`src/common/airs_pkg.sv`:
```
// package for the converter input and reference select block
// assumes one 40 MHz system clock and a plain register port
package airs_pkg;

    localparam int NUM_SLOTS = 8;
    localparam int SLOT_W = 3;
    localparam int ADDR_W = 5;
    localparam int DATA_W = 16;
    localparam int CODE_W = 5;

    // register offsets
    localparam logic [ADDR_W-1:0] OFS_SLOT_CTRL = 5'h00; // 00..07 slot control
    localparam logic [ADDR_W-1:0] OFS_RESULT = 5'h08; // 08..0F results
    localparam logic [ADDR_W-1:0] OFS_CTRL_TWO = 5'h10;
    localparam logic [ADDR_W-1:0] OFS_CLK_CFG = 5'h11;
    localparam logic [ADDR_W-1:0] OFS_TRIG_CFG = 5'h12;
    localparam logic [ADDR_W-1:0] OFS_STATUS = 5'h13;

    // slot control fields
    localparam int CODE_LSB = 0;
    localparam int DIFF_BIT = 5;
    localparam logic [7:0] SLOT_RESET = 8'h1F;

    // status fields
    localparam int STAT_BUSY_BIT = 1;
    localparam int STAT_DONE_BIT = 2;
    localparam int STAT_RSVD_BIT = 3;
    localparam int STAT_SLOT_LSB = 4;

    // reference codes
    localparam logic [1:0] REF_PAD = 2'h0;
    localparam logic [1:0] REF_INTERNAL = 2'h1;
    localparam logic [1:0] REF_BANDGAP = 2'h2;
    localparam logic [1:0] REF_RESERVED = 2'h3;

    // conversion clock codes
    localparam logic [1:0] CLK_BUS = 2'h0;
    localparam logic [1:0] CLK_BUS_DIV2 = 2'h1;
    localparam logic [1:0] CLK_ALT = 2'h2;
    localparam logic [1:0] CLK_ASYNC = 2'h3;

    // channel codes
    localparam logic [4:0] CH_DIFF_LAST = 5'h03;
    localparam logic [4:0] CH_SE_LAST = 5'h0B;
    localparam logic [4:0] CH_CMP_OUT = 5'h0E;
    localparam logic [4:0] CH_AMP_ONE = 5'h0F;
    localparam logic [4:0] CH_AMP_TWO = 5'h10;
    localparam logic [4:0] CH_DAC = 5'h11;
    localparam logic [4:0] CH_REF_OUT = 5'h18;
    localparam logic [4:0] CH_TEMP = 5'h1A;
    localparam logic [4:0] CH_BANDGAP = 5'h1B;
    localparam logic [4:0] CH_HIGH_REF = 5'h1D;
    localparam logic [4:0] CH_LOW_REF = 5'h1E;
    localparam logic [4:0] CH_DISABLED = 5'h1F;

    // decoded input source, binary-coded id on the analog mux
    localparam logic [4:0] SRC_EXT0 = 5'h00; // 00..0B external pins / pairs
    localparam logic [4:0] SRC_CMP = 5'h10;
    localparam logic [4:0] SRC_AMP1 = 5'h11;
    localparam logic [4:0] SRC_AMP2 = 5'h12;
    localparam logic [4:0] SRC_DAC = 5'h13;
    localparam logic [4:0] SRC_REFO = 5'h14;
    localparam logic [4:0] SRC_TEMP = 5'h15;
    localparam logic [4:0] SRC_BG = 5'h16;
    localparam logic [4:0] SRC_VH = 5'h17;
    localparam logic [4:0] SRC_VL = 5'h18;
    localparam logic [4:0] SRC_NONE = 5'h1F;

    localparam int CONV_CYCLES = 16;
    localparam logic [4:0] CONV_LEN = 5'h10;

    typedef enum logic [2:0] {
        ST_IDLE = 3'b001,
        ST_CONV = 3'b010,
        ST_DONE = 3'b100
    } airs_state_t;
endpackage : airs_pkg

```
`src/common/airs_sel_if.sv`:
```
// selection bundle between the control top and the channel decoder
// assumes both ends share the system clock
`timescale 1ns/1ps
`default_nettype none
interface airs_sel_if;
    logic [4:0] code;
    logic diffMode;
    logic [4:0] source;
    logic diffPair;
    logic triampPair;
    logic reservedCode;
    logic disabled;
    modport ctrl (output code, output diffMode, input source, input diffPair,
        input triampPair, input reservedCode, input disabled);
    modport dec (input code, input diffMode, output source, output diffPair,
        output triampPair, output reservedCode, output disabled);
endinterface : airs_sel_if
`default_nettype wire

```
`src/verilog/airs_channel_decode.sv`:
```
// channel code decoder for differential and single-ended maps
// assumes code and mode come from the active slot
`timescale 1ns/1ps
`default_nettype none
module airs_channel_decode
    import airs_pkg::*;
(
    // selection bundle
    airs_sel_if.dec sel
);
    always_comb begin
        sel.source = SRC_NONE;
        sel.diffPair = 1'b0;
        sel.triampPair = 1'b0;
        sel.reservedCode = 1'b0;
        sel.disabled = 1'b0;
        if (sel.diffMode) begin
            if (sel.code <= CH_DIFF_LAST) begin
                sel.source = 5'(SRC_EXT0 + sel.code);
                sel.diffPair = 1'b1;
                sel.triampPair = sel.code[1];
            end else begin
                case (sel.code)
                    CH_TEMP: sel.source = SRC_TEMP;
                    CH_BANDGAP: sel.source = SRC_BG;
                    CH_HIGH_REF: sel.source = SRC_VH;
                    CH_DISABLED: sel.disabled = 1'b1;
                    default: sel.reservedCode = 1'b1;
                endcase
            end
        end else begin
            if (sel.code <= CH_SE_LAST) begin
                sel.source = 5'(SRC_EXT0 + sel.code);
            end else begin
                case (sel.code)
                    CH_CMP_OUT: sel.source = SRC_CMP;
                    CH_AMP_ONE: sel.source = SRC_AMP1;
                    CH_AMP_TWO: sel.source = SRC_AMP2;
                    CH_DAC: sel.source = SRC_DAC;
                    CH_REF_OUT: sel.source = SRC_REFO;
                    CH_TEMP: sel.source = SRC_TEMP;
                    CH_BANDGAP: sel.source = SRC_BG;
                    CH_HIGH_REF: sel.source = SRC_VH;
                    CH_LOW_REF: sel.source = SRC_VL;
                    CH_DISABLED: sel.disabled = 1'b1;
                    default: sel.reservedCode = 1'b1;
                endcase
            end
        end
    end
endmodule : airs_channel_decode
`default_nettype wire

```
`src/verilog/airs_sync2.sv`:
```
// two flip-flop synchroniser for one level
// assumes input is asynchronous to clk_sys
`timescale 1ns/1ps
`default_nettype none
module airs_sync2 (
    // clock and reset
    input wire logic clk_sys,
    input wire logic rstn,
    // level
    input wire logic din,
    output logic dout
);
    logic meta_q;
    always_ff @(posedge clk_sys or negedge rstn) begin
        if (!rstn) begin
            meta_q <= 1'b0;
            dout <= 1'b0;
        end else begin
            meta_q <= din;
            dout <= meta_q;
        end
    end
endmodule : airs_sync2
`default_nettype wire

```
`src/verilog/airs_input_ref_select.sv`:
```
// converter configuration: reference, channel, slots, triggers, clock select
// assumes trigger pins and alternate clock arrive asynchronously
//
// Decided for this implementation: the strobed register port and the address map.
`timescale 1ns/1ps
`default_nettype none
module airs_input_ref_select
    import airs_pkg::*;
(
    // clock and reset
    input wire logic clk_sys,
    input wire logic rstn,
    // register port
    input wire logic [ADDR_W-1:0] regAddr,
    input wire logic [DATA_W-1:0] regWdata,
    input wire logic regWrite,
    input wire logic regRead,
    output logic [DATA_W-1:0] regRdata,
    // hardware triggers and conversion clocks
    input wire logic todTrigger,
    input wire logic pdbTrigger,
    input wire logic [SLOT_W-1:0] pdbSlotSelect,
    input wire logic localAsyncConvClock,
    input wire logic clockgenExternalRefClock,
    // converter core side
    input wire logic [DATA_W-1:0] coreResult,
    output logic [1:0] referenceSource,
    output logic [4:0] inputSource,
    output logic inputDifferential,
    output logic triampRouted,
    output logic convBusy,
    output logic convClockTick,
    output logic [SLOT_W-1:0] activeSlot
);
    ////////////////////////////////////////////////////////////////////////
    // registers
    logic [7:0] slotCtrl_q [NUM_SLOTS];
    logic [7:0] slotCtrl_d [NUM_SLOTS];
    logic [DATA_W-1:0] result_q [NUM_SLOTS];
    logic [DATA_W-1:0] result_d [NUM_SLOTS];
    logic [1:0] reference_source_select_q, reference_source_select_d;
    logic [1:0] clkSel_q, clkSel_d;
    logic trigSrc_q, trigSrc_d;
    logic hwTrigEn_q, hwTrigEn_d;
    logic reservedHit_q, reservedHit_d;
    logic done_q, done_d;
    logic busy_q, busy_d;
    logic [DATA_W-1:0] rdata_q, rdata_d;
    logic [SLOT_W-1:0] slot_q, slot_d;
    logic [SLOT_W-1:0] preSlot_q, preSlot_d;
    logic [4:0] count_q, count_d;
    logic div_q, div_d;
    logic tick_q, tick_d;
    logic [1:0] refOut_q, refOut_d;
    logic [4:0] srcOut_q, srcOut_d;
    logic diffOut_q, diffOut_d;
    logic triOut_q, triOut_d;
    logic trigPrev_q, trigPrev_d;
    logic asyncPrev_q, asyncPrev_d;
    logic altPrev_q, altPrev_d;
    airs_state_t state_q, state_d;

    ////////////////////////////////////////////////////////////////////////
    // synchronised pins
    logic todSync, pdbSync, asyncSync, altSync;
    airs_sync2 uTodSync (.clk_sys(clk_sys), .rstn(rstn), .din(todTrigger), .dout(todSync));
    airs_sync2 uPdbSync (.clk_sys(clk_sys), .rstn(rstn), .din(pdbTrigger), .dout(pdbSync));
    airs_sync2 uAsyncSync (.clk_sys(clk_sys), .rstn(rstn), .din(localAsyncConvClock),
        .dout(asyncSync));
    airs_sync2 uAltSync (.clk_sys(clk_sys), .rstn(rstn), .din(clockgenExternalRefClock),
        .dout(altSync));

    logic [SLOT_W-1:0] slotSelSync;
    genvar gi;
    generate
        for (gi = 0; gi < SLOT_W; gi++) begin : gSlotSync
            airs_sync2 uSlot (.clk_sys(clk_sys), .rstn(rstn), .din(pdbSlotSelect[gi]),
                .dout(slotSelSync[gi]));
        end
    endgenerate

    ////////////////////////////////////////////////////////////////////////
    // channel decode of the active slot
    airs_sel_if sel ();
    assign sel.code = slotCtrl_q[slot_q][CODE_LSB +: CODE_W];
    assign sel.diffMode = slotCtrl_q[slot_q][DIFF_BIT];
    airs_channel_decode uDecode (.sel(sel));

    // status word for the read mux
    logic [DATA_W-1:0] statusWord;
    always_comb begin
        statusWord = '0;
        statusWord[STAT_SLOT_LSB +: SLOT_W] = slot_q;
        statusWord[STAT_RSVD_BIT] = reservedHit_q;
        statusWord[STAT_DONE_BIT] = done_q;
        statusWord[STAT_BUSY_BIT] = busy_q;
    end

    ////////////////////////////////////////////////////////////////////////
    // next-state logic
    logic trigLevel, trigRise, swStart, clkEvent;
    logic [SLOT_W-1:0] idx;
    always_comb begin
        slotCtrl_d = slotCtrl_q;
        result_d = result_q;
        reference_source_select_d = reference_source_select_q;
        clkSel_d = clkSel_q;
        trigSrc_d = trigSrc_q;
        hwTrigEn_d = hwTrigEn_q;
        reservedHit_d = reservedHit_q;
        done_d = done_q;
        rdata_d = '0;
        slot_d = slot_q;
        preSlot_d = slotSelSync;
        count_d = count_q;
        state_d = state_q;
        swStart = 1'b0;
        idx = regAddr[SLOT_W-1:0];

        // register writes
        if (regWrite) begin
            if (regAddr < OFS_RESULT) begin
                slotCtrl_d[idx] = regWdata[7:0];
                swStart = !hwTrigEn_q && (idx == '0);
            end else if (regAddr == OFS_CTRL_TWO) begin
                reference_source_select_d = regWdata[1:0];
                hwTrigEn_d = regWdata[6];
            end else if (regAddr == OFS_CLK_CFG) begin
                clkSel_d = regWdata[1:0];
            end else if (regAddr == OFS_TRIG_CFG) begin
                trigSrc_d = regWdata[0];
            end
        end

        // register reads
        if (regRead) begin
            if (regAddr < OFS_RESULT) begin
                rdata_d = {8'h00, slotCtrl_q[idx]};
            end else if (regAddr < OFS_CTRL_TWO) begin
                rdata_d = result_q[idx];
                if (idx == slot_q) begin
                    done_d = 1'b0;
                end
            end else if (regAddr == OFS_CTRL_TWO) begin
                rdata_d = {9'h000, hwTrigEn_q, 4'h0, reference_source_select_q};
            end else if (regAddr == OFS_CLK_CFG) begin
                rdata_d = {14'h0000, clkSel_q};
            end else if (regAddr == OFS_TRIG_CFG) begin
                rdata_d = {15'h0000, trigSrc_q};
            end else if (regAddr == OFS_STATUS) begin
                rdata_d = statusWord;
            end
        end

        // hardware trigger source and edge
        trigLevel = trigSrc_q ? pdbSync : todSync;
        trigPrev_d = trigLevel;
        trigRise = trigLevel && !trigPrev_q && hwTrigEn_q;

        // conversion clock tick
        div_d = !div_q;
        asyncPrev_d = asyncSync;
        altPrev_d = altSync;
        case (clkSel_q)
            CLK_BUS: clkEvent = 1'b1;
            CLK_BUS_DIV2: clkEvent = div_q;
            CLK_ALT: clkEvent = altSync && !altPrev_q;
            CLK_ASYNC: clkEvent = asyncSync && !asyncPrev_q;
            default: clkEvent = 1'b1;
        endcase
        tick_d = clkEvent;

        case (state_q)
            ST_IDLE: begin
                if (trigRise) begin
                    slot_d = preSlot_q;
                    count_d = '0;
                    state_d = ST_CONV;
                end else if (swStart) begin
                    slot_d = '0;
                    count_d = '0;
                    state_d = ST_CONV;
                end
            end
            ST_CONV: begin
                if (sel.disabled) begin
                    state_d = ST_IDLE;
                end else if (clkEvent) begin
                    count_d = 5'(count_q + 5'h01);
                    if (count_q == CONV_LEN - 5'h01) begin
                        state_d = ST_DONE;
                    end
                end
            end
            ST_DONE: begin
                result_d[slot_q] = coreResult;
                reservedHit_d = sel.reservedCode;
                done_d = 1'b1;
                state_d = ST_IDLE;
            end
            default: state_d = ST_IDLE;
        endcase

        busy_d = (state_d != ST_IDLE);

        // outputs
        case (reference_source_select_q)
            REF_INTERNAL: refOut_d = REF_INTERNAL;
            REF_BANDGAP: refOut_d = REF_BANDGAP;
            REF_RESERVED: refOut_d = REF_PAD;
            default: refOut_d = REF_PAD;
        endcase
        srcOut_d = sel.source;
        diffOut_d = sel.diffPair;
        triOut_d = sel.triampPair;
    end

    ////////////////////////////////////////////////////////////////////////
    // slot control array
    always_ff @(posedge clk_sys or negedge rstn) begin
        if (!rstn) begin
            for (int i = 0; i < NUM_SLOTS; i++) begin
                slotCtrl_q[i] <= SLOT_RESET;
            end
        end else begin
            slotCtrl_q <= slotCtrl_d;
        end
    end

    // configuration bits
    always_ff @(posedge clk_sys or negedge rstn) begin
        if (!rstn) begin
            reference_source_select_q <= REF_PAD;
            clkSel_q <= CLK_BUS;
            trigSrc_q <= 1'b0;
            hwTrigEn_q <= 1'b0;
        end else begin
            reference_source_select_q <= reference_source_select_d;
            clkSel_q <= clkSel_d;
            trigSrc_q <= trigSrc_d;
            hwTrigEn_q <= hwTrigEn_d;
        end
    end

    // conversion sequencing and results
    always_ff @(posedge clk_sys or negedge rstn) begin
        if (!rstn) begin
            for (int i = 0; i < NUM_SLOTS; i++) begin
                result_q[i] <= '0;
            end
            reservedHit_q <= 1'b0;
            done_q <= 1'b0;
            busy_q <= 1'b0;
            slot_q <= '0;
            preSlot_q <= '0;
            count_q <= '0;
            state_q <= ST_IDLE;
        end else begin
            result_q <= result_d;
            reservedHit_q <= reservedHit_d;
            done_q <= done_d;
            busy_q <= busy_d;
            slot_q <= slot_d;
            preSlot_q <= preSlot_d;
            count_q <= count_d;
            state_q <= state_d;
        end
    end

    // clock divider and edge detectors
    always_ff @(posedge clk_sys or negedge rstn) begin
        if (!rstn) begin
            div_q <= 1'b0;
            tick_q <= 1'b0;
            trigPrev_q <= 1'b0;
            asyncPrev_q <= 1'b0;
            altPrev_q <= 1'b0;
        end else begin
            div_q <= div_d;
            tick_q <= tick_d;
            trigPrev_q <= trigPrev_d;
            asyncPrev_q <= asyncPrev_d;
            altPrev_q <= altPrev_d;
        end
    end

    // registered outputs
    always_ff @(posedge clk_sys or negedge rstn) begin
        if (!rstn) begin
            rdata_q <= '0;
            refOut_q <= REF_PAD;
            srcOut_q <= SRC_NONE;
            diffOut_q <= 1'b0;
            triOut_q <= 1'b0;
        end else begin
            rdata_q <= rdata_d;
            refOut_q <= refOut_d;
            srcOut_q <= srcOut_d;
            diffOut_q <= diffOut_d;
            triOut_q <= triOut_d;
        end
    end

    assign regRdata = rdata_q;
    assign referenceSource = refOut_q;
    assign inputSource = srcOut_q;
    assign inputDifferential = diffOut_q;
    assign triampRouted = triOut_q;
    assign convClockTick = tick_q;
    assign activeSlot = slot_q;
    assign convBusy = busy_q;
endmodule : airs_input_ref_select
`default_nettype wire

```
`config.mk`:
```
export PLATFORM = sky130hd
export DESIGN_NAME = airs_input_ref_select
export DESIGN_NICKNAME = d
export VERILOG_FILES = /design/src/common/airs_pkg.sv /design/src/common/airs_sel_if.sv /design/src/verilog/airs_channel_decode.sv /design/src/verilog/airs_sync2.sv /design/src/verilog/airs_input_ref_select.sv
export SDC_FILE = /design/constraint.sdc
export NUM_CORES = 1
export LEC_CHECK = 0
export CAP_MARGIN = 30
export CORE_ASPECT_RATIO = 1.75
export CORE_MARGIN = 2
export CORE_UTILIZATION = 65
export CTS_BUF_LIST = sky130_fd_sc_hd__clkbuf_2 sky130_fd_sc_hd__clkbuf_4 sky130_fd_sc_hd__clkbuf_8
export DETAILED_ROUTE_END_ITERATION = 12
export DONT_BUFFER_PORTS = 1
export GPL_TIMING_DRIVEN = 0
export HOLD_SLACK_MARGIN = 0.03
export PLACE_DENSITY = 0.92
export SLEW_MARGIN = 10
export SYNTH_ARGS = -nofsm -noshare
export SYNTH_HDL_FRONTEND = slang
export SYNTH_SLANG_ARGS = --single-unit
```
`constraint.sdc`:
```
create_clock -name clk_sys -period 4 [get_ports clk_sys]
set_input_delay 0.8 -clock clk_sys [delete_from_list [all_inputs] [get_ports clk_sys]]
set_output_delay 0.8 -clock clk_sys [all_outputs]
set_load 0.1 [all_outputs]
```
==> run summary <==
register area share after synthesis: 55.5%
Site Rows: 65
most frequent cells in the layout: dfrtp_1, mux2_2, mux4_2
Worst Max-Slew Pin Slew: 0.957 ns
PostCTS Resize Cnt: 0
global-route wire length before repair: 45200 um
TritonCTS buffer count: 38
Die Span X: 106 um
setup ws final: 0.667 ns
die area: 19300 um^2
setup TNS: 0 ns
static leakage: 5.59 nW
Via density: 6.78
post-synth net total: 817
highest achievable clock rate: 300 MHz
failing checks: negative hold slack
Final Hold Slack: -0.0340 ns
Final Power: 0.00748 W
Tightest Hold Check Type: input pin to async pin
post-synthesis cell type count: 52
DRT met1 WL: 9440 um
n_diodes: 0
WP data arrival: 3.77 ns
First DRT Iteration DRCs: 574
Final Cycle Share: 83.3%
Final GP Congestion: 0.979
Top Layer Used: met4
met2 routed WL: 15400 um
GR Overflow Total: 0
Synth async-reset ratio: 100%
layout cells sized above 1: 49.3%
Required @ worst endpoint: 4.43 ns
status: finished with violations
Mean Syn Cell Area: 15.4 um^2
GR Util All Layers: 30.9%
min Tclk post-route: 3.33 ns
maxcap violations: 0
Worst Setup End Kind: flop
met3 WL: 1990 um
# setup viols final: 0
commonest non-fill, non-tap cell in the layout: dfrtp_1
clk slew on worst S/H paths: 0.07 ns
antenna-violating nets left: 0
hpwl dp: 19600 um
total number of vias: 7247
count of clock tree sinks: 259
Initial Util: 65.9%
Setup WS pre-CTS: 0.843 ns
Seq cells post-synth: 259
unrepaired setup endpoints after global routing: no
Final #Nets: 857
Final Hold Fails: 123
Top Ports: 78
mean routed wirelength per cell: 26.9 um
CP max FO: 10
Worst setup SP type: flop
worst skew pair latency: 0.55 ns
Die Y-Extent: 182 um
CTS Root Cell: clkbuf_8
CTS tree: built
initial antenna violation count: 0
top_reg_cell synth: dfrtp_1
skew final: 0.0226 ns
Final Max Slew Viols: 0
Ys Warns: 0
Core ar.: 17900 um^2
number of global-route vias before repair: 8278
pin count of the biggest net entering global routing: 260
port bufs: 0
DRC: 0
# H-tree levels: 2
number of iterations in the first detailed-routing pass: 7
Cells after Synth: 767
Post-Syn Area: 11800 um^2
slew margin rel.: 36.2%
pwr/cell area: 581 nW/um^2
setup bufs post-CTS: 0
Peak VDD IR: 0.492 mV
Longest Clk Path Bufs: 3
number of synthesized flops with an enable pin: 0
critical path type: flop to flop
Layout Area Growth over Synthesis: 9.29%
final WL: 28700 um
-- cells by family (layout without fill, tap and decap cells) --
kind of cell	count (synthesis)	in the layout	synth area share [%]
multiplexers	283	283	33.4
flip-flops	259	259	55.5
AND/OR/NAND/NOR	126	126	5.68
AO/OA/AOI/OAI	48	48	2.96
buffers and inverters	46	114	2.03
XOR/XNOR	3	3	0.223
adder cells (fa/ha/maj)	2	2	0.212
-- where the power goes --
part / switching [W] / internal [W]
clock: 0.00102 / 0.00121
sequential: 0.000637 / 0.00300
combinational: 0.000865 / 0.000752
total: 0.00252 / 0.00496
-- critical path: stages, from the launching register on --
cell and delay [ns]:
dfrtp_1 0.93, buf_2 0.44, buf_2 0.34, nor2_1 0.15, a22oi_1 0.28, nand3_1 0.25, buf_2 0.25, a21oi_1 0.17
o32ai_1 0.12, a21boi_0 0.28
-- area by class of cell --
type	instances	area, um^2
Multi-Input combinational cell	462	5010
Buffer	41	220
Clock buffer	63	761
Clock inverter	5	41.3
Tap cell	234	293
Sequential cell	259	6540
Fill cell	1108	5010
Inverter	5	18.8
-- worst paths after layout --
| path | start | to | slack [ns] | depth (start not counted) |
|---|---|---|---|---|
| max in group asynchronous | rstn | slotCtrl_q[44] | 3.72 | 0 |
| min in group clk_sys | pdbSlotSelect[2] | gSlotSync[2].uSlot.meta_q | 0.29 | 0 |
| worst max-delay path | activeSlot[1] | inputSource[2] | 0.67 | 9 |
| worst max register to register | activeSlot[1] | inputSource[2] | 0.67 | 9 |
| worst min register to register | gSlotSync[0].uSlot.meta_q | gSlotSync[0].uSlot.dout | 0.35 | 0 |
| worst min-delay path | rstn | div_q | -0.03 | 0 |
-- metal layers --
layer / global-route usage [%] / up-vias
met4: 19.9 / 0
met5: 0 / -
met3: 7.32 / 149
met2: 55.3 / 423
li1: - / 2950
met1: 32.0 / 3725
-- state kept, by name, indices dropped and copies added, names as in the netlist, 2 cells and up --
signal	count
regRdata	16
preSlot_q	3
referenceSource	2
gSlotSync.uSlot.meta_q	3
activeSlot	3
state_q	3
clkSel_q	2
gSlotSync.uSlot.dout	3
count_q	5
result_q	128
slotCtrl_q	64
reference_source_select_q	2
inputSource	5
-- metrics by stage --
step | utilization, % | cell area (um^2) | cells
finish | 72.0 | 12900 | 1069
global route | 72.0 | 12900 | 1069
global placement | 67.5 | 12100 | 1001
CTS | 72.0 | 12900 | 1069
detailed placement | 67.5 | 12100 | 1001
floorplan | - | 11800 | 767
-- Yosys cell counts (2+ instances only) --
cell	n	area [um^2]
dfstp_2	46	1210
nand3_1	11	55.1
nor3_1	7	35.0
a2111oi_0	4	35.0
nor2b_1	19	119
and2_1	3	18.8
nand4b_1	3	26.3
ha_1	2	25.0
mux4_1	4	105
clkbuf_1	9	33.8
mux2_2	200	2250
a32oi_1	3	26.3
a21oi_1	9	45.0
xor2_1	3	26.3
mux2i_1	15	150
nand2_1	36	135
a21oi_2	2	17.5
buf_1	5	18.8
buf_6	2	22.5
a22o_1	5	43.8
buf_4	4	30.0
buf_2	20	100
and3_1	7	43.8
a22oi_1	5	37.5
mux2i_4	5	113
o211ai_1	3	22.5
o21ai_0	6	30.0
nor2_1	22	82.6
nor3b_1	5	37.5
nand4_1	3	18.8
dfrtp_1	213	5330
a211oi_1	5	37.5
inv_1	5	18.8
mux4_2	58	1310
Power figures use the tool's default switching activity.
